**config.mk**
```make
export PLATFORM = sky130hd
export DESIGN_NAME = umc_modem_ctrl
export DESIGN_NICKNAME = d
export VERILOG_FILES = /design/src/umc_pkg.sv /design/src/umc_flow_if.sv /design/src/umc_autoflow.sv /design/src/umc_modem_ctrl.sv
export SDC_FILE = /design/constraint.sdc
export NUM_CORES = 1
export LEC_CHECK = 0
export ABC_AREA = 0
export BUFFER_PORTS_ARGS = -buffer_cell sky130_fd_sc_hd__clkbuf_2
export CAP_MARGIN = 20
export CORE_ASPECT_RATIO = 1.2
export CORE_MARGIN = 2
export CORE_UTILIZATION = 47
export DETAILED_ROUTE_END_ITERATION = 7
export PLACE_DENSITY = 0.8
export SETUP_SLACK_MARGIN = 0.1
export SYNTH_ARGS = -nofsm -noshare
export SYNTH_HDL_FRONTEND = slang
export SYNTH_SLANG_ARGS = --single-unit
```
**constraint.sdc**
```tcl
create_clock -name aclk -period 2.2 [get_ports aclk]
set_input_delay 0.22 -clock aclk [delete_from_list [all_inputs] [get_ports aclk]]
set_output_delay 0.22 -clock aclk [all_outputs]
set_load 0.03 [all_outputs]
```
**src/umc_pkg.sv**
```systemverilog
// Purpose: Shared constants for the modem control and auto flow block.
// Assumes: One 100 MHz clock domain, synchronous active-low reset.
// Notes: Register addresses are full 32-bit byte addresses.
package umc_pkg;

  // Register byte addresses.
  localparam logic [31:0] UMC_MLC_ADDR = 32'h80101010;
  localparam logic [31:0] UMC_EVT_STAT_ADDR = 32'h80101040;
  localparam logic [31:0] UMC_EVT_CLR_ADDR = 32'h80101044;
  localparam logic [31:0] UMC_EVT_EN_ADDR = 32'h80101048;

  // Field positions of modem_line_control.
  localparam int UMC_DTR_BIT = 0;
  localparam int UMC_RTS_BIT = 1;
  localparam int UMC_OUT1_BIT = 2;
  localparam int UMC_OUT2_BIT = 3;
  localparam int UMC_LOOP_BIT = 4;
  localparam int UMC_ARTS_BIT = 6;
  localparam int UMC_ACTS_BIT = 7;

  // Reset value and the bits that are stored at all.
  localparam logic [7:0] UMC_MLC_RST = 8'h00;
  localparam logic [7:0] UMC_MLC_STORE_MASK = 8'hdf;

  // Event bits: 3:0 modem input deltas, 4 auto RTS negation.
  localparam int UMC_EVT_W = 5;
  localparam int UMC_EVT_RTS_BIT = 4;
  localparam logic [4:0] UMC_EVT_RST = 5'h00;

  // Receive FIFO level width and trigger thresholds.
  localparam int UMC_LVL_W = 6;
  localparam logic [5:0] UMC_TRIG_C0 = 6'h01;
  localparam logic [5:0] UMC_TRIG_C1 = 6'h10;
  localparam logic [5:0] UMC_TRIG_C2 = 6'h18;
  localparam logic [5:0] UMC_TRIG_C3 = 6'h1c;
  localparam logic [5:0] UMC_LVL_EMPTY = 6'h00;

  // Pin synchroniser idle value {dcd,ri,dsr,cts,rxd}.
  localparam logic [4:0] UMC_PIN_IDLE = 5'h1f;

  // AXI response codes.
  localparam logic [1:0] UMC_RESP_OKAY = 2'h0;
  localparam logic [1:0] UMC_RESP_SLVERR = 2'h2;

endpackage : umc_pkg

```
**src/umc_flow_if.sv**
```systemverilog
// Purpose: Carries FIFO level and auto RTS state between modules.
// Assumes: Both ends sit on the same clock.
// Notes: The control end drives inputs, the flow end the verdict.
interface umc_flow_if;
  import umc_pkg::*;
  logic [UMC_LVL_W-1:0] rx_level; // Receive FIFO occupancy.
  logic [1:0] rx_trig; // Trigger field of fifo_setup.
  logic enable; // auto_request_flow_enable.
  logic rts_negate; // High while RTS must be high.
  modport ctrl (output rx_level, output rx_trig, output enable,
    input rts_negate);
  modport flow (input rx_level, input rx_trig, input enable,
    output rts_negate);
endinterface : umc_flow_if

```
**src/umc_autoflow.sv**
```systemverilog
// Purpose: Decides when automatic RTS flow control negates RTS.
// Assumes: FIFO level comes from logic on the same clock.
// Notes: Hysteresis runs between the trigger and the level below.
module umc_autoflow
  import umc_pkg::*;
(
  input wire logic aclk,
  input wire logic aresetn,
  umc_flow_if.flow fl
);

  // Threshold in characters for a trigger code.
  function automatic logic [UMC_LVL_W-1:0] trig_count(
    input logic [1:0] sel);
    case (sel)
      2'h0: trig_count = UMC_TRIG_C0;
      2'h1: trig_count = UMC_TRIG_C1;
      2'h2: trig_count = UMC_TRIG_C2;
      default: trig_count = UMC_TRIG_C3;
    endcase
  endfunction

  // Level at which RTS comes back; the lowest code has none below.
  function automatic logic [UMC_LVL_W-1:0] low_count(
    input logic [1:0] sel);
    if (sel == 2'h0) begin
      low_count = UMC_LVL_EMPTY;
    end else begin
      low_count = trig_count(sel - 2'h1);
    end
  endfunction

  logic rts_negate_r; // Registered negation verdict.

  // Set at the trigger, clear at the level below, idle when off.
  always_ff @(posedge aclk) begin
    if (!aresetn) begin
      rts_negate_r <= 1'b0;
    end else if (!fl.enable) begin
      rts_negate_r <= 1'b0;
    end else if (fl.rx_level >= trig_count(fl.rx_trig)) begin
      rts_negate_r <= 1'b1;
    end else if (fl.rx_level <= low_count(fl.rx_trig)) begin
      rts_negate_r <= 1'b0;
    end
  end

  assign fl.rts_negate = rts_negate_r;

endmodule // umc_autoflow

```
**src/umc_modem_ctrl.sv**
```systemverilog
// Purpose: Modem control register, loopback and auto flow control.
// Assumes: AXI4-Lite master on aclk; pins are asynchronous.
// Notes: Every output of this module comes straight from a flop.
//
// Added by the designer: register access over AXI4-Lite.
module umc_modem_ctrl
  import umc_pkg::*;
(
  input wire logic aclk,
  input wire logic aresetn,
  // AXI4-Lite slave.
  input wire logic [31:0] s_axi_awaddr,
  input wire logic [2:0] s_axi_awprot,
  input wire logic s_axi_awvalid,
  output logic s_axi_awready,
  input wire logic [31:0] s_axi_wdata,
  input wire logic [3:0] s_axi_wstrb,
  input wire logic s_axi_wvalid,
  output logic s_axi_wready,
  output logic [1:0] s_axi_bresp,
  output logic s_axi_bvalid,
  input wire logic s_axi_bready,
  input wire logic [31:0] s_axi_araddr,
  input wire logic [2:0] s_axi_arprot,
  input wire logic s_axi_arvalid,
  output logic s_axi_arready,
  output logic [31:0] s_axi_rdata,
  output logic [1:0] s_axi_rresp,
  output logic s_axi_rvalid,
  input wire logic s_axi_rready,
  // Rest of the UART, same clock.
  input wire logic [UMC_LVL_W-1:0] rx_level,
  input wire logic [1:0] rx_trig,
  input wire logic tx_serial,
  output logic rx_serial,
  output logic tx_start_ok,
  output logic [3:0] modem_line_state,
  // Pins, active low where named so.
  input wire logic rxd_pin,
  input wire logic cts_n_pin,
  input wire logic dsr_n_pin,
  input wire logic ri_n_pin,
  input wire logic dcd_n_pin,
  output logic txd_pin,
  output logic rts_n_pin,
  output logic dtr_n_pin,
  output logic irq
);

  // True when an address names one of this block's registers.
  function automatic logic addr_hit(input logic [31:0] a);
    addr_hit = (a == UMC_MLC_ADDR) || (a == UMC_EVT_STAT_ADDR) ||
      (a == UMC_EVT_CLR_ADDR) || (a == UMC_EVT_EN_ADDR);
  endfunction

  // Bus side state.
  logic awready_r; // Write address channel open.
  logic wready_r; // Write data channel open.
  logic aw_held_r; // A write address waits for its data.
  logic w_held_r; // Write data wait for their address.
  logic [31:0] aw_addr_r; // Held write address.
  logic [31:0] w_data_r; // Held write data.
  logic [3:0] w_strb_r; // Held byte enables.
  logic bvalid_r; // Write response pending.
  logic [1:0] bresp_r; // Write response code.
  logic arready_r; // Read address channel open.
  logic rvalid_r; // Read data pending.
  logic [31:0] rdata_r; // Read data word.
  logic [1:0] rresp_r; // Read response code.
  logic wr_fire; // Both halves of a write are held.
  logic [31:0] rd_word; // Read multiplexer output.

  // Register state.
  logic [7:0] mlc_r; // Stored modem_line_control bits.
  logic [UMC_EVT_W-1:0] evt_stat_r; // Sticky event bits.
  logic [UMC_EVT_W-1:0] evt_en_r; // Event enables.
  logic [UMC_EVT_W-1:0] evt_clr; // Clear pulse from the bus.
  logic [UMC_EVT_W-1:0] evt_set; // Events seen this cycle.
  logic [UMC_EVT_W-1:0] evt_nxt; // Next sticky value.

  // Pin and modem state.
  logic [4:0] pin_meta_r; // First synchroniser stage.
  logic [4:0] pin_sync_r; // Second stage, the only one read.
  logic [3:0] ext_in; // {dcd,ri,dsr,cts} from pins, active high.
  logic [3:0] loop_in; // Same set fed from the control bits and internal RTS.
  logic [3:0] mls_nxt; // Next modem_line_state.
  logic [3:0] mls_r; // Current modem_line_state.
  logic rts_int; // Internal RTS, active high.
  logic rts_neg_prev_r; // Last auto negation for edge detection.
  logic txd_r;
  logic rx_serial_r;
  logic rts_n_r;
  logic dtr_n_r;
  logic tx_start_ok_r;
  logic irq_r;
  logic loop_on; // Loopback selected.
  logic arts_on; // auto_request_flow_enable.
  logic acts_on; // auto_clear_flow_enable.

  umc_flow_if flow_bus ();

  assign loop_on = mlc_r[UMC_LOOP_BIT];
  assign arts_on = mlc_r[UMC_ARTS_BIT];
  assign acts_on = mlc_r[UMC_ACTS_BIT];

  // Hand the FIFO level and trigger field to the flow decider.
  assign flow_bus.rx_level = rx_level;
  assign flow_bus.rx_trig = rx_trig;
  assign flow_bus.enable = arts_on;

  umc_autoflow u_autoflow (
    .aclk (aclk),
    .aresetn (aresetn),
    .fl (flow_bus.flow)
  );

  // Write address channel: take once, reopen after the response.
  always_ff @(posedge aclk) begin
    if (!aresetn) begin
      awready_r <= 1'b1;
      aw_held_r <= 1'b0;
      aw_addr_r <= 32'h0;
    end else begin
      if (s_axi_awvalid && awready_r) begin
        awready_r <= 1'b0;
        aw_held_r <= 1'b1;
        aw_addr_r <= s_axi_awaddr;
      end
      if (bvalid_r && s_axi_bready) begin
        awready_r <= 1'b1;
        aw_held_r <= 1'b0;
      end
    end
  end

  // Write data channel, independent of the address so either may lead.
  always_ff @(posedge aclk) begin
    if (!aresetn) begin
      wready_r <= 1'b1;
      w_held_r <= 1'b0;
      w_data_r <= 32'h0;
      w_strb_r <= 4'h0;
    end else begin
      if (s_axi_wvalid && wready_r) begin
        wready_r <= 1'b0;
        w_held_r <= 1'b1;
        w_data_r <= s_axi_wdata;
        w_strb_r <= s_axi_wstrb;
      end
      if (bvalid_r && s_axi_bready) begin
        wready_r <= 1'b1;
        w_held_r <= 1'b0;
      end
    end
  end

  // A write takes effect in the first cycle both halves are held.
  assign wr_fire = aw_held_r && w_held_r && !bvalid_r;

  // Write response; unmapped addresses answer with a slave error.
  always_ff @(posedge aclk) begin
    if (!aresetn) begin
      bvalid_r <= 1'b0;
      bresp_r <= UMC_RESP_OKAY;
    end else if (wr_fire) begin
      bvalid_r <= 1'b1;
      if (addr_hit(aw_addr_r)) begin
        bresp_r <= UMC_RESP_OKAY;
      end else begin
        bresp_r <= UMC_RESP_SLVERR;
      end
    end else if (bvalid_r && s_axi_bready) begin
      bvalid_r <= 1'b0;
    end
  end

  // Control register write. Every field lives in byte lane 0.
  // Reserved bits 3:2 are kept so loopback can use them.
  always_ff @(posedge aclk) begin
    if (!aresetn) begin
      mlc_r <= UMC_MLC_RST;
    end else if (wr_fire && aw_addr_r == UMC_MLC_ADDR &&
                 w_strb_r[0]) begin
      mlc_r <= w_data_r[7:0] & UMC_MLC_STORE_MASK;
      if (arts_on) begin
        // The RTS bit belongs to the FIFO while auto RTS is on.
        mlc_r[UMC_RTS_BIT] <= mlc_r[UMC_RTS_BIT];
      end
    end
  end

  // Event enable register, same layout as the status register.
  always_ff @(posedge aclk) begin
    if (!aresetn) begin
      evt_en_r <= UMC_EVT_RST;
    end else if (wr_fire && aw_addr_r == UMC_EVT_EN_ADDR &&
                 w_strb_r[0]) begin
      evt_en_r <= w_data_r[UMC_EVT_W-1:0];
    end
  end

  // Clear pulse: writing a one to the clear register drops that bit.
  always_comb begin
    evt_clr = UMC_EVT_RST;
    if (wr_fire && aw_addr_r == UMC_EVT_CLR_ADDR && w_strb_r[0]) begin
      evt_clr = w_data_r[UMC_EVT_W-1:0];
    end
  end

  // Read multiplexer. The RTS bit shows the live pin under auto RTS,
  // and zero in loopback; write-only and unmapped words read zero.
  always_comb begin
    rd_word = 32'h0;
    case (s_axi_araddr)
      UMC_MLC_ADDR: begin
        rd_word[UMC_LOOP_BIT] = mlc_r[UMC_LOOP_BIT];
        rd_word[UMC_ARTS_BIT] = mlc_r[UMC_ARTS_BIT];
        rd_word[UMC_ACTS_BIT] = mlc_r[UMC_ACTS_BIT];
        if (loop_on) begin
          rd_word[UMC_RTS_BIT] = 1'b0;
        end else if (arts_on) begin
          rd_word[UMC_RTS_BIT] = ~rts_n_r;
        end else begin
          rd_word[UMC_RTS_BIT] = mlc_r[UMC_RTS_BIT];
        end
      end
      UMC_EVT_STAT_ADDR: rd_word[UMC_EVT_W-1:0] = evt_stat_r;
      UMC_EVT_EN_ADDR: rd_word[UMC_EVT_W-1:0] = evt_en_r;
      default: rd_word = 32'h0;
    endcase
  end

  // Read channel: one read under way, data registered at the take.
  always_ff @(posedge aclk) begin
    if (!aresetn) begin
      arready_r <= 1'b1;
      rvalid_r <= 1'b0;
      rdata_r <= 32'h0;
      rresp_r <= UMC_RESP_OKAY;
    end else if (s_axi_arvalid && arready_r) begin
      arready_r <= 1'b0;
      rvalid_r <= 1'b1;
      rdata_r <= rd_word;
      if (addr_hit(s_axi_araddr)) begin
        rresp_r <= UMC_RESP_OKAY;
      end else begin
        rresp_r <= UMC_RESP_SLVERR;
      end
    end else if (rvalid_r && s_axi_rready) begin
      arready_r <= 1'b1;
      rvalid_r <= 1'b0;
    end
  end

  // Two flops on every pin before anything looks at it.
  always_ff @(posedge aclk) begin
    if (!aresetn) begin
      pin_meta_r <= UMC_PIN_IDLE;
      pin_sync_r <= UMC_PIN_IDLE;
    end else begin
      pin_meta_r <= {dcd_n_pin, ri_n_pin, dsr_n_pin, cts_n_pin, rxd_pin};
      pin_sync_r <= pin_meta_r;
    end
  end

  // Internal RTS follows the FIFO under auto RTS, else the bit.
  assign rts_int = arts_on ? ~flow_bus.rts_negate : mlc_r[UMC_RTS_BIT];

  // Modem inputs come from pins, or in loopback from control bits and internal RTS.
  assign ext_in = ~pin_sync_r[4:1];
  assign loop_in = {mlc_r[UMC_OUT2_BIT], mlc_r[UMC_OUT1_BIT],
    mlc_r[UMC_DTR_BIT], rts_int};
  assign mls_nxt = loop_on ? loop_in : ext_in;

  // Modem state towards the status logic elsewhere in the UART.
  always_ff @(posedge aclk) begin
    if (!aresetn) begin
      mls_r <= 4'h0;
      rts_neg_prev_r <= 1'b0;
    end else begin
      mls_r <= mls_nxt;
      rts_neg_prev_r <= flow_bus.rts_negate;
    end
  end

  // Any change of a modem input is an event, whatever its source, so
  // loopback writes raise the same events pin changes would.
  always_comb begin
    evt_set = UMC_EVT_RST;
    evt_set[3:0] = mls_r ^ mls_nxt;
    evt_set[UMC_EVT_RTS_BIT] = flow_bus.rts_negate & ~rts_neg_prev_r;
  end

  // Sticky status: a set in the clearing cycle wins over the clear.
  assign evt_nxt = (evt_stat_r & ~evt_clr) | evt_set;

  always_ff @(posedge aclk) begin
    if (!aresetn) begin
      evt_stat_r <= UMC_EVT_RST;
      irq_r <= 1'b0;
    end else begin
      evt_stat_r <= evt_nxt;
      irq_r <= |(evt_nxt & evt_en_r);
    end
  end

  // Serial paths. In loopback the transmitter feeds the receiver and
  // the line stays marking; the RXD pin is then ignored.
  always_ff @(posedge aclk) begin
    if (!aresetn) begin
      txd_r <= 1'b1;
      rx_serial_r <= 1'b1;
    end else if (loop_on) begin
      txd_r <= 1'b1;
      rx_serial_r <= tx_serial;
    end else begin
      // A stalled transmitter idles high, so TXD marks until resumed.
      txd_r <= tx_serial;
      rx_serial_r <= pin_sync_r[0];
    end
  end

  // Modem outputs. RTS is driven low for a stored one while auto RTS is off; loopback
  // parks both outputs high, which is inactive.
  always_ff @(posedge aclk) begin
    if (!aresetn) begin
      rts_n_r <= 1'b1;
      dtr_n_r <= 1'b1;
    end else if (loop_on) begin
      rts_n_r <= 1'b1;
      dtr_n_r <= 1'b1;
    end else begin
      rts_n_r <= ~rts_int;
      dtr_n_r <= ~mlc_r[UMC_DTR_BIT];
    end
  end

  // Transmit permission, checked by the transmitter before each
  // character. The receiver is never blocked by negated RTS, so a
  // late character from the far end still lands while space lasts.
  always_ff @(posedge aclk) begin
    if (!aresetn) begin
      tx_start_ok_r <= 1'b1;
    end else begin
      tx_start_ok_r <= ~acts_on | mls_nxt[0];
    end
  end

  assign s_axi_awready = awready_r;
  assign s_axi_wready = wready_r;
  assign s_axi_bvalid = bvalid_r;
  assign s_axi_bresp = bresp_r;
  assign s_axi_arready = arready_r;
  assign s_axi_rvalid = rvalid_r;
  assign s_axi_rdata = rdata_r;
  assign s_axi_rresp = rresp_r;
  assign rx_serial = rx_serial_r;
  assign tx_start_ok = tx_start_ok_r;
  assign modem_line_state = mls_r;
  assign txd_pin = txd_r;
  assign rts_n_pin = rts_n_r;
  assign dtr_n_pin = dtr_n_r;
  assign irq = irq_r;

endmodule // umc_modem_ctrl

```
==> key figures, run 1 <==
Synthesis
  – Prevailing post-synth register cell: sky130_fd_sc_hd__dfxtp_1
  – Synth warn: 0
  – Count leader, synth: sky130_fd_sc_hd__dfxtp_1
  – Synth top area cells: sky130_fd_sc_hd__dfxtp_1, sky130_fd_sc_hd__nand2_1, sky130_fd_sc_hd__a21oi_1, sky130_fd_sc_hd__buf_4, sky130_fd_sc_hd__mux2i_1
  – Synth top area share: 47.2%
  – Yosys cell types: 46
  – Post-synth ARST share: 0%
  – Seq cells post-synth: 95
  – Gate count after technology mapping: 474
  – Count of flip-flops with a built-in enable after synthesis: 0
  – Library cell occupying the most area in the post-synthesis netlist: sky130_fd_sc_hd__dfxtp_1
  – Synth cell count leaders: sky130_fd_sc_hd__dfxtp_1, sky130_fd_sc_hd__nand2_1, sky130_fd_sc_hd__a21oi_1
  – Per-instance average area after synthesis: 8.49 sq um
  – Seq/Total Area, Yosys: 47.2%
  – Total standard cell area after synthesis: 4030 sq um

STA
  – Setup TNS: 0 ns
  – Final setup fails: 0
  – Hold Fails Final Rpt: 0
  – Clock skew: 0.00846 ns
  – Final count of pins violating max slew: 0
  – Worst relative slew slack: 34.9%
  – Min cycle time layout: 1.95 ns
  – Actual transition at the worst max-transition pin: 0.974 ns
  – Achievable frequency: 512 MHz
  – Setup repair after global routing missed its margin: false
  – Worst Setup Slack, final: 0.245 ns
  – Fin Hold WS: 0.0492 ns
  – Period utilization: 88.9%

Die
  – Width of the die: 88.5 um
  – Vertical extent of the die: 105 um
  – Die Footprint: 9330 sq um
  – Count of pins on the block boundary: 178
  – Starting density of the core: 47.5%
  – Placeable Area: 8470 sq um
  – Cell row count: 37

Critical path
  – Cells along the critical path: nor4_2 -> nand4_1 -> buf_4 -> nor4_4 -> buf_4 -> nand4_4 -> mux2i_2 -> nor2_1
  – CP Class: reg2reg
  – Standard cell with the maximum stage delay on the critical path: sky130_fd_sc_hd__dfxtp_1
  – Crit Path Max Fanout: 5
  – Most prevalent standard cell on the critical path: sky130_fd_sc_hd__buf_4
  – Data arrival time of the worst path: 2.18 ns
  – Worst Setup Start Kind: register
  – Critical path required time: 2.42 ns
  – Reg2Reg Setup Slack: 0.25 ns
  – Max stage delay on crit path: 0.33 ns
  – Crit. End Element: register

Place
  – Worst slack at placement: 0.0554 ns
  – Cell total after placement: 691
  – Placed wire-length estimate: 6690 um
  – Port buffer count: 116
  – Final weighted congestion in routability-driven placement: 0.826
  – Area after detailed placement: 4620 sq um

Cells and area
  – Count of nets after finishing: 727
  – Layout Cells excl Fill: 713
  – # diodes: 0
  – Number of fillers in the final layout: 785
  – Fin util: 58.1%
  – Syn-to-layout area delta: 22.2%
  – Post-route cell area: 4920 sq um
  – Fraction of layout instances using a drive strength above 1: 26.7%

Clocking
  – Maximum root-to-sink buffer count: 2
  – Num CTS Buffers: 9
  – Clock root buffer master: sky130_fd_sc_hd__clkbuf_8
  – Total number of H-tree levels: 3
  – Clock latency at the later pin of the worst-skew pair: 0.35 ns
  – CTS tree: built
  – Clock transition at the registers of the reported paths: 0.09 ns
  – Number of clock sinks seen by CTS: 95

Global route
  – Total GRT Usage: 18.6%
  – Remaining Overflow, GRT: 0
  – Initial antenna violation count: 0
  – Vias in the first global route: 3205
  – First-pass GRT wire length: 13700 um
  – Largest net degree at the start of global routing: 36

Hold path
  – Type of the most critical hold path: in2reg

Outcome
  – Outcome: complete, no violations

Detailed routing
  – Remaining number of nets flagged by the antenna check after routing: 0
  – Post-DR vias/cell: 4.85
  – First drt pass iteration count: 4
  – Routed wire length: 8620 um
  – DR WL/cell: 12.1 um
  – Detailed-route via count: 3458
  – DRC viols: 0
  – Number of design-rule violations left by the first detailed-router iteration: 114

Power and ir drop
  – Total power divided by cell area: 709 nW/um^2
  – Leakage power total: 2.17 nW
  – Largest voltage drop on the vdd net: 0.498 mV
  – Overall power: 3.49 mW

Run
  – Number of maximum-capacitance violations: 0
flip-flops by register name, indices dropped and copies added (netlist names), 4 cells and up:
name              count
mlc_r                 7
pin_meta_r            5
pin_sync_r            5
w_data_r              7
evt_stat_r            5
aw_addr_r            32
s_axi_rdata           7
modem_line_state      4
evt_en_r              5
final cells by class:
| class | count | area [sq um] | share of cell area (%) |
|---|---|---|---|
| clock buffers | 10 | 128 | 2.59 |
| multi-input cells | 343 | 1920 | 39.0 |
| clock inverters | 5 | 83.8 | 1.70 |
| flip-flops and latches | 95 | 1900 | 38.6 |
| inverters | 14 | 52.6 | 1.07 |
| well taps | 117 | 146 | 2.97 |
| repair buffers | 129 | 691 | 14.0 |
logic make-up (layout without fill, tap and decap cells):
logic type | count (synthesis) | in the layout | share of synthesized area [%]
other | 2 | 28 | 0.187
buffers and inverters | 62 | 158 | 8.36
AND/OR/NAND/NOR | 198 | 198 | 24.3
multiplexers | 17 | 17 | 4.35
flip-flops | 95 | 95 | 47.2
AO/OA/AOI/OAI | 88 | 88 | 12.2
XOR/XNOR | 4 | 4 | 0.870
adder cells (fa/ha/maj) | 8 | 8 | 2.49
critical path, delay by kind of cell (launching register included):
family,cells,cell delay (ns)
flip-flops,1,0.33
buffers and inverters,2,0.38
multiplexers,1,0.22
AND/OR/NAND/NOR,5,0.91
final timing paths:
check	cells past startpoint	endpoint	start
setup / recovery	8	evt_en_r[4]$_SDFFE_PN0P_	aw_addr_r[9]$_SDFFE_PN0P_
hold / removal	2	pin_meta_r[0]$_SDFF_PN1_	rxd_pin
setup reg to reg	8	evt_en_r[4]$_SDFFE_PN0P_	aw_addr_r[9]$_SDFFE_PN0P_
hold reg to reg	1	pin_sync_r[4]$_SDFF_PN1_	pin_meta_r[4]$_SDFF_PN1_
what timing repair did:
action                     CTS  global route
buffers inserted             5             2
resized for setup            0             6
hold endpoints to repair     0             0
pin swaps                    3             2
hold buffers                 0             0
setup endpoints to repair    9             9
layer usage:
| metal | part of all wire [%] | vias to the layer above | track usage (%) | wire length [um] |
|---|---|---|---|---|
| li1 | - | 1785 | - | - |
| met1 | 40 | 1562 | 20.9 | 3430 |
| met2 | 52 | 104 | 33.0 | 4450 |
| met3 | 7.4 | 7 | 6.19 | 637 |
| met4 | 1.1 | 0 | 4.98 | 93 |
| met5 | 0 | - | 0 | 0 |
layout by cell type, fill, tap and decap left out, types with 3 or more instances in the layout:
cell type / synthesis / final
sky130_fd_sc_hd__a21oi_1: 61 / 61
sky130_fd_sc_hd__and2_1: 7 / 7
sky130_fd_sc_hd__buf_4: 27 / 12
sky130_fd_sc_hd__clkbuf_2: 0 / 116
sky130_fd_sc_hd__clkbuf_8: 0 / 9
sky130_fd_sc_hd__conb_1: 2 / 28
sky130_fd_sc_hd__dfxtp_1: 95 / 95
sky130_fd_sc_hd__ha_1: 8 / 8
sky130_fd_sc_hd__inv_1: 14 / 13
sky130_fd_sc_hd__mux2_2: 4 / 4
sky130_fd_sc_hd__mux2i_1: 13 / 12
sky130_fd_sc_hd__nand2_1: 94 / 94
sky130_fd_sc_hd__nand2b_1: 17 / 17
sky130_fd_sc_hd__nand3_1: 19 / 19
sky130_fd_sc_hd__nand3b_1: 3 / 3
sky130_fd_sc_hd__nand4_1: 3 / 3
sky130_fd_sc_hd__nor2_1: 20 / 20
sky130_fd_sc_hd__nor2b_1: 7 / 7
sky130_fd_sc_hd__nor3_1: 4 / 3
sky130_fd_sc_hd__nor4_1: 11 / 9
sky130_fd_sc_hd__o21a_1: 3 / 3
sky130_fd_sc_hd__o21ai_0: 9 / 9
where the power goes:
group,internal [mW],switching [mW]
clock network,0.636,0.571
logic,0.168,0.268
registers,1.79,0.0530
Note: power is estimated with default switching activity, not from simulation.
==> inputs of run 2 (changes only) <==
--- a/config.mk
+++ b/config.mk
@@ -10,9 +10,10 @@
 export CAP_MARGIN = 20
 export CORE_ASPECT_RATIO = 1.2
 export CORE_MARGIN = 2
-export CORE_UTILIZATION = 47
+export CORE_UTILIZATION = 37
 export DETAILED_ROUTE_END_ITERATION = 7
-export PLACE_DENSITY = 0.8
+export MAX_ROUTING_LAYER = met4
+export PLACE_DENSITY = 0.65
 export SETUP_SLACK_MARGIN = 0.1
 export SYNTH_ARGS = -nofsm -noshare
 export SYNTH_HDL_FRONTEND = slang
==> run 2 against run 1 <==
Die area increased by 26%. Count of clock-buffer cells in the layout did not move. Sequential share of layout area is 0.59 points lower. Critical endpoint is now irq$_SDFF_PN0_. Highest routed layer unchanged.
==> key figures, run 2 (same netlist as run 1, synthesis figures left out) <==
Detailed routing
  – First drt pass iteration count: 6 (+2)
  – DR WL/cell: 12.6 um (+4.6%)
  – DRC viols: 0 (unchanged)
  – Routed wire length: 9150 um (+6.2%)
  – Number of design-rule violations left by the first detailed-router iteration: 159 (+39%)
  – Post-DR vias/cell: 4.87 (+0.45%)
  – Detailed-route via count: 3527 (+2.0%)
  – Remaining number of nets flagged by the antenna check after routing: 0 (unchanged)

Global route
  – Vias in the first global route: 3394 (+5.9%)
  – Total GRT Usage: 16.2% (-2.4 points)
  – Largest net degree at the start of global routing: 39 (+8.3%)
  – First-pass GRT wire length: 15300 um (+11%)
  – Remaining Overflow, GRT: 0 (unchanged)
  – Initial antenna violation count: 0 (unchanged)

Hold path
  – Type of the most critical hold path: in2reg

Cells and area
  – Fin util: 47.3% (-11 points)
  – Fraction of layout instances using a drive strength above 1: 26.2% (-0.46 points)
  – Max FFs per register: 32 (unchanged)
  – Most used cells in the layout excluding fill and tap cells: sky130_fd_sc_hd__clkbuf_2, sky130_fd_sc_hd__dfxtp_1, sky130_fd_sc_hd__nand2_1, sky130_fd_sc_hd__a21oi_1, sky130_fd_sc_hd__conb_1
  – # diodes: 0 (unchanged)
  – Count of nets after finishing: 725 (-0.28%)
  – Most flops, register: aw_addr_r
  – Post-route cell area: 5000 sq um (+1.6%)
  – Commonest non-fill, non-tap cell in the layout: sky130_fd_sc_hd__clkbuf_2
  – Syn-to-layout area delta: 24.1%

STA
  – Worst Setup Slack, final: 0.251 ns (+0.00569 ns)
  – Period utilization: 88.6% (-0.26 points)
  – Final setup fails: 0 (unchanged)
  – Achievable frequency: 513 MHz (+0.29%)
  – Clock skew: 0.00479 ns (-0.00367 ns)
  – Final count of pins violating max slew: 0 (unchanged)
  – Hold Fails Final Rpt: 0 (unchanged)
  – Worst relative slew slack: 56.5% (+22 points)
  – Actual transition at the worst max-transition pin: 0.647 ns (-0.327 ns)
  – Fin Hold WS: 0.0703 ns (+0.0211 ns)
  – Min cycle time layout: 1.95 ns (-0.00569 ns)
  – Setup repair after global routing missed its margin: false
  – Setup TNS: 0 ns (unchanged)

Clocking
  – Total number of H-tree levels: 3 (unchanged)
  – Clock transition at the registers of the reported paths: 0.07 ns (-0.02 ns)
  – CTS tree: built
  – Count of hold buffers inserted by post-cts repair: 0 (unchanged)
  – Number of clock sinks seen by CTS: 95 (unchanged)
  – Maximum root-to-sink buffer count: 2 (unchanged)
  – Clock root buffer master: sky130_fd_sc_hd__clkbuf_16
  – Clock latency at the later pin of the worst-skew pair: 0.33 ns (-0.02 ns)
  – Num CTS Buffers: 9 (unchanged)

Place
  – Final weighted congestion in routability-driven placement: 0.789 (-4.5%)
  – Port buffer count: 116 (unchanged)
  – Placed wire-length estimate: 7070 um (+5.7%)
  – Worst slack at placement: 0.112 ns (+0.0571 ns)
  – Area after detailed placement: 4660 sq um (+0.81%)

Die
  – Die Footprint: 11700 sq um (+26%)
  – Cell row count: 41 (+11%)
  – Width of the die: 99.2 um (+12%)
  – Placeable Area: 10600 sq um (+25%)
  – Starting density of the core: 38.1% (-9.4 points)
  – Count of pins on the block boundary: 178 (unchanged)
  – Vertical extent of the die: 118 um (+12%)

Critical path
  – Crit. End Element: register
  – Crit Path Max Fanout: 5 (unchanged)
  – Worst Setup Start Kind: register
  – Data arrival time of the worst path: 2.15 ns (-0.03 ns)
  – CP Class: reg2reg
  – Critical path required time: 2.40 ns (-0.02 ns)

Power and ir drop
  – Largest voltage drop on the vdd net: 0.400 mV (-20%)
  – Total power divided by cell area: 766 nW/um^2 (+7.9%)
  – Leakage power total: 2.20 nW (+1.7%)

Outcome
  – Outcome: complete, no violations

Run
  – Number of maximum-capacitance violations: 0 (unchanged)
## run 2: cell count changes in the layout (fill, tap and decap cells not counted), moves of 2 or more
cell	before	now
sky130_fd_sc_hd__clkbuf_16	0	9
sky130_fd_sc_hd__clkbuf_8	9	0
sky130_fd_sc_hd__buf_4	12	10
sky130_fd_sc_hd__clkinvlp_4	2	0
sky130_fd_sc_hd__clkinv_4	1	3
## run 2: worst max-delay path, cell delays in order, from the launching register on
cell	delay, ns
sky130_fd_sc_hd__dfxtp_1	0.31
sky130_fd_sc_hd__nor4_1	0.37
sky130_fd_sc_hd__nand4_1	0.14
sky130_fd_sc_hd__buf_4	0.18
sky130_fd_sc_hd__nor3_1	0.21
sky130_fd_sc_hd__buf_4	0.18
sky130_fd_sc_hd__a21boi_0	0.10
sky130_fd_sc_hd__o21ai_0	0.22
sky130_fd_sc_hd__a41oi_1	0.13
## run 2: path summary, 6_finish.rpt
| kind | end | depth (start not counted) | startpoint | slack (ns) |
|---|---|---|---|---|
| worst min-delay path | pin_meta_r[0]$_SDFF_PN1_ | 2 | rxd_pin | 0.07 |
| worst min register to register | dtr_n_pin$_SDFF_PP1_ | 1 | mlc_r[0]$_SDFFE_PN0P_ | 0.40 |
| worst max-delay path | irq$_SDFF_PN0_ | 8 | aw_addr_r[14]$_SDFFE_PN0P_ | 0.25 |
| worst max register to register | irq$_SDFF_PN0_ | 8 | aw_addr_r[14]$_SDFFE_PN0P_ | 0.25 |
## run 2: repair_timing
item | in CTS | in global routing
buffers inserted | 1 | 1
endpoints found under the hold margin | 0 | 0
gates resized for setup | 0 | 4
endpoints found under the setup margin | 2 | 8
pin swaps | 1 | 1
## run 2: stage by stage
step	instances	power, mW
5_1_grt	724	4.00
6_report	724	3.83
3_5_place_dp	706	2.33
4_1_cts	723	3.87
3_3_place_gp	706	2.32
2_1_floorplan	500	2.20
## run 2: power breakdown
part / switching (mW) / total (mW) / internal [mW]
combinational: 0.276 / 0.446 / 0.170
clock: 0.642 / 1.53 / 0.889
sequential: 0.0529 / 1.85 / 1.80
## run 2: final cells by class
cell class	count	area (sq um)
Timing Repair Buffer	127	676
Multi-Input combinational cell	343	1910
Tap cell	129	161
Inverter	14	52.6
Sequential cell	95	1900
Fill cell	1036	5570
Clock inverter	6	70.1
Clock buffer	10	229
## run 2: metal layers
metal	up-vias	global-route usage, %	wire length (um)
met5	-	-	0
met4	0	3.51	97
met2	129	28.1	4540
met3	9	3.84	634
li1	1788	-	-
met1	1601	19.1	3880
==> inputs of run 3 (changes only) <==
==> constraint.sdc (replaced) <==
create_clock -name aclk -period 1.95 [get_ports aclk]
set_input_delay 0.195 -clock aclk [delete_from_list [all_inputs] [get_ports aclk]]
set_output_delay 0.195 -clock aclk [all_outputs]
set_load 0.03 [all_outputs]
==> run 3 against run 2 <==
Sequential cell count did not move. Die area did not move. Sequential power rose by 13%. Via count rose by 0.57%. Critical path type unchanged. Critical endpoint unchanged. Largest power group unchanged. Highest routed layer unchanged.
==> key figures, run 3 (same netlist as run 1, synthesis figures left out) <==
Outcome
  – Outcome: complete, no violations

Hold path
  – Source of the worst hold timing path: rxd_pin
  – Worst min-delay path endpoint: pin_meta_r[0]$_SDFF_PN1_
  – Hold Path Stages: 2 (unchanged)
  – Type of the most critical hold path: in2reg

Place
  – Final weighted congestion in routability-driven placement: 0.813 (+3.1%)
  – Port buffer count: 116 (unchanged)
  – Area after detailed placement: 4720 sq um (+1.3%)
  – Placed wire-length estimate: 7110 um (+0.55%)
  – Worst slack at placement: -0.100 ns (-0.213 ns)

STA
  – Actual transition at the worst max-transition pin: 0.588 ns (-0.0589 ns)
  – Period utilization: 99.0% (+10 points)
  – Fin Hold WS: 0.0459 ns (-0.0244 ns)
  – Achievable frequency: 518 MHz (+0.94%)
  – Worst relative slew slack: 60.7% (+4.2 points)
  – Final count of pins violating max slew: 0 (unchanged)
  – Min cycle time layout: 1.93 ns (-0.0182 ns)
  – Final setup fails: 0 (unchanged)
  – Hold Fails Final Rpt: 0 (unchanged)
  – Clock skew: 0.00627 ns (+0.00148 ns)
  – Worst Setup Slack, final: 0.0191 ns (-0.232 ns)
  – Setup repair after global routing missed its margin: true

Run
  – Number of maximum-capacitance violations: 0 (unchanged)

Detailed routing
  – DR WL/cell: 12.7 um (+0.43%)
  – First drt pass iteration count: 4 (-2)
  – DRC viols: 0 (unchanged)
  – Post-DR vias/cell: 4.83 (-0.94%)
  – Remaining number of nets flagged by the antenna check after routing: 0 (unchanged)
  – Detailed-route via count: 3547 (+0.57%)
  – Number of design-rule violations left by the first detailed-router iteration: 137 (-14%)
  – Routed wire length: 9330 um (+2.0%)

Power and ir drop
  – Total power divided by cell area: 822 nW/um^2 (+7.4%)
  – Leakage power total: 2.29 nW (+3.8%)
  – Largest voltage drop on the vdd net: 0.400 mV (+0.18%)

Cells and area
  – Commonest non-fill, non-tap cell in the layout: sky130_fd_sc_hd__clkbuf_2
  – Fraction of layout instances using a drive strength above 1: 29.0% (+2.8 points)
  – Max FFs per register: 32 (unchanged)
  – Multi-input gate area: 1960 sq um (+3.0%)
  – Syn-to-layout area delta: 27.1%
  – Post-route cell area: 5120 sq um (+2.4%)
  – Most flops, register: aw_addr_r
  – Number of fillers in the final layout: 1049 (+1.3%)
  – Most used cells in the layout excluding fill and tap cells: sky130_fd_sc_hd__clkbuf_2, sky130_fd_sc_hd__nand2_1, sky130_fd_sc_hd__dfxtp_1, sky130_fd_sc_hd__a21oi_1, sky130_fd_sc_hd__conb_1
  – # diodes: 0 (unchanged)
  – Count of nets after finishing: 736 (+1.5%)
  – Combined flip-flop and latch cell area: 1900 sq um (+0.13%)

Global route
  – Initial antenna violation count: 0 (unchanged)
  – First-pass GRT wire length: 15200 um (-0.90%)
  – Total GRT Usage: 16.3% (+0.045 points)
  – Remaining Overflow, GRT: 0 (unchanged)
  – Largest net degree at the start of global routing: 33 (-15%)
  – Vias in the first global route: 3344 (-1.5%)

Critical path
  – CP Class: reg2reg
  – Reg2Reg Capture Point: irq$_SDFF_PN0_
  – Data arrival time of the worst path: 2.11 ns (-0.04 ns)
  – Worst reg2reg path depth: 9 (+1)
  – Source of the worst register-to-register timing path: aw_addr_r[15]$_SDFFE_PN0P_
  – Critical path required time: 2.13 ns (-0.27 ns)
  – Worst Setup Start Kind: register
  – Reg2Reg Setup Slack: 0.02 ns (-0.23 ns)
  – Crit. End Element: register
  – Crit Path Max Fanout: 5 (unchanged)

Clocking
  – Num CTS Buffers: 9 (unchanged)
  – Total number of H-tree levels: 3 (unchanged)
  – Clock latency at the later pin of the worst-skew pair: 0.33 ns (about the same)
  – Clock root buffer master: sky130_fd_sc_hd__clkbuf_16
  – Clock transition at the registers of the reported paths: 0.06 ns (about the same)
  – Number of clock sinks seen by CTS: 95 (unchanged)
  – Maximum root-to-sink buffer count: 2 (unchanged)
  – CTS tree: built
  – Count of hold buffers inserted by post-cts repair: 0 (unchanged)

Die
  – Cell row count: 41 (unchanged)
  – Starting density of the core: 38.1% (unchanged)
  – Die Footprint: 11700 sq um (unchanged)
  – Vertical extent of the die: 118 um (unchanged)
  – Count of pins on the block boundary: 178 (unchanged)
  – Width of the die: 99.2 um (unchanged)
  – Placeable Area: 10600 sq um (unchanged)
[run 3: cell types whose count changed in the layout (fill, tap and decap cells not counted), moves of 2 or more]
cell,delta
sky130_fd_sc_hd__buf_4,+9
sky130_fd_sc_hd__buf_6,+3
sky130_fd_sc_hd__nand3_1,-3
sky130_fd_sc_hd__nand3_2,+3
sky130_fd_sc_hd__clkinv_4,-2
sky130_fd_sc_hd__clkinvlp_4,+2
sky130_fd_sc_hd__dfxtp_1,-2
sky130_fd_sc_hd__dfxtp_2,+2
[run 3: worst max-delay path by stage]
stage / from / end / slack [ns]
floorplan: s_axi_bvalid$_SDFFE_PN0P_ / evt_en_r[0]$_SDFFE_PN0P_ / 0.16
global placement: aw_addr_r[14]$_SDFFE_PN0P_ / irq$_SDFF_PN0_ / -0.11
detailed placement: aw_addr_r[14]$_SDFFE_PN0P_ / irq$_SDFF_PN0_ / -0.10
CTS: aw_addr_r[17]$_SDFFE_PN0P_ / evt_en_r[0]$_SDFFE_PN0P_ / 0.04
global route: aw_addr_r[15]$_SDFFE_PN0P_ / irq$_SDFF_PN0_ / -0.14
finish: aw_addr_r[15]$_SDFFE_PN0P_ / irq$_SDFF_PN0_ / 0.02
[run 3: critical path: stages, from the launching register on]
cell,delay [ns]
sky130_fd_sc_hd__dfxtp_2,0.33
sky130_fd_sc_hd__nor4_4,0.32
sky130_fd_sc_hd__buf_4,0.16
sky130_fd_sc_hd__nand4_1,0.09
sky130_fd_sc_hd__buf_6,0.16
sky130_fd_sc_hd__nor3_4,0.16
sky130_fd_sc_hd__buf_6,0.14
sky130_fd_sc_hd__o211ai_1,0.10
sky130_fd_sc_hd__a22oi_1,0.19
sky130_fd_sc_hd__a41oi_1,0.12
[run 3: through the flow]
stage | TNS (ns) | instances | util (%) | total power, mW
6_report | 0 | 735 | 48.4 | 4.21
4_1_cts | 0 | 734 | 48.0 | 4.26
2_1_floorplan | 0 | 500 | - | 2.48
3_5_place_dp | -0.423 | 716 | 44.7 | 2.64
5_1_grt | -0.609 | 735 | 48.4 | 4.41
3_3_place_gp | -0.356 | 716 | 44.7 | 2.62
[run 3: routing by layer]
metal  vias up  wire length, um  part of all wire (%)  global-route usage [%]
li1       1808                -                     -                       -
met5         -                0                     0                       -
met2       123             4790                    51                    29.3
met4         0               84                  0.90                    3.68
met3         9              650                   7.0                    4.14
met1      1607             3810                    41                    17.9
[run 3: cell type report]
cell class | count | share of cell area, %
Sequential cell | 95 | 37.2
Multi-Input combinational cell | 343 | 38.4
Timing Repair Buffer | 138 | 14.8
Tap cell | 129 | 3.15
Clock inverter | 5 | 0.660
Clock buffer | 11 | 4.74
Inverter | 14 | 1.03
[run 3: what timing repair did]
action / 4_1_cts / 5_1_grt
setup buffers: 2 / 1
endpoints found under the hold margin: 0 / 0
resized for setup: 11 / 10
gates cloned: 0 / 0
setup endpoints to repair: 18 / 17
pin swaps: 3 / 8
[run 3: report_power, final]
group	internal, mW	switching, mW	total, mW
Sequential	2.03	0.0589	2.09
Combinational	0.206	0.317	0.523
Clock	0.897	0.702	1.60
Total	3.13	1.08	4.21
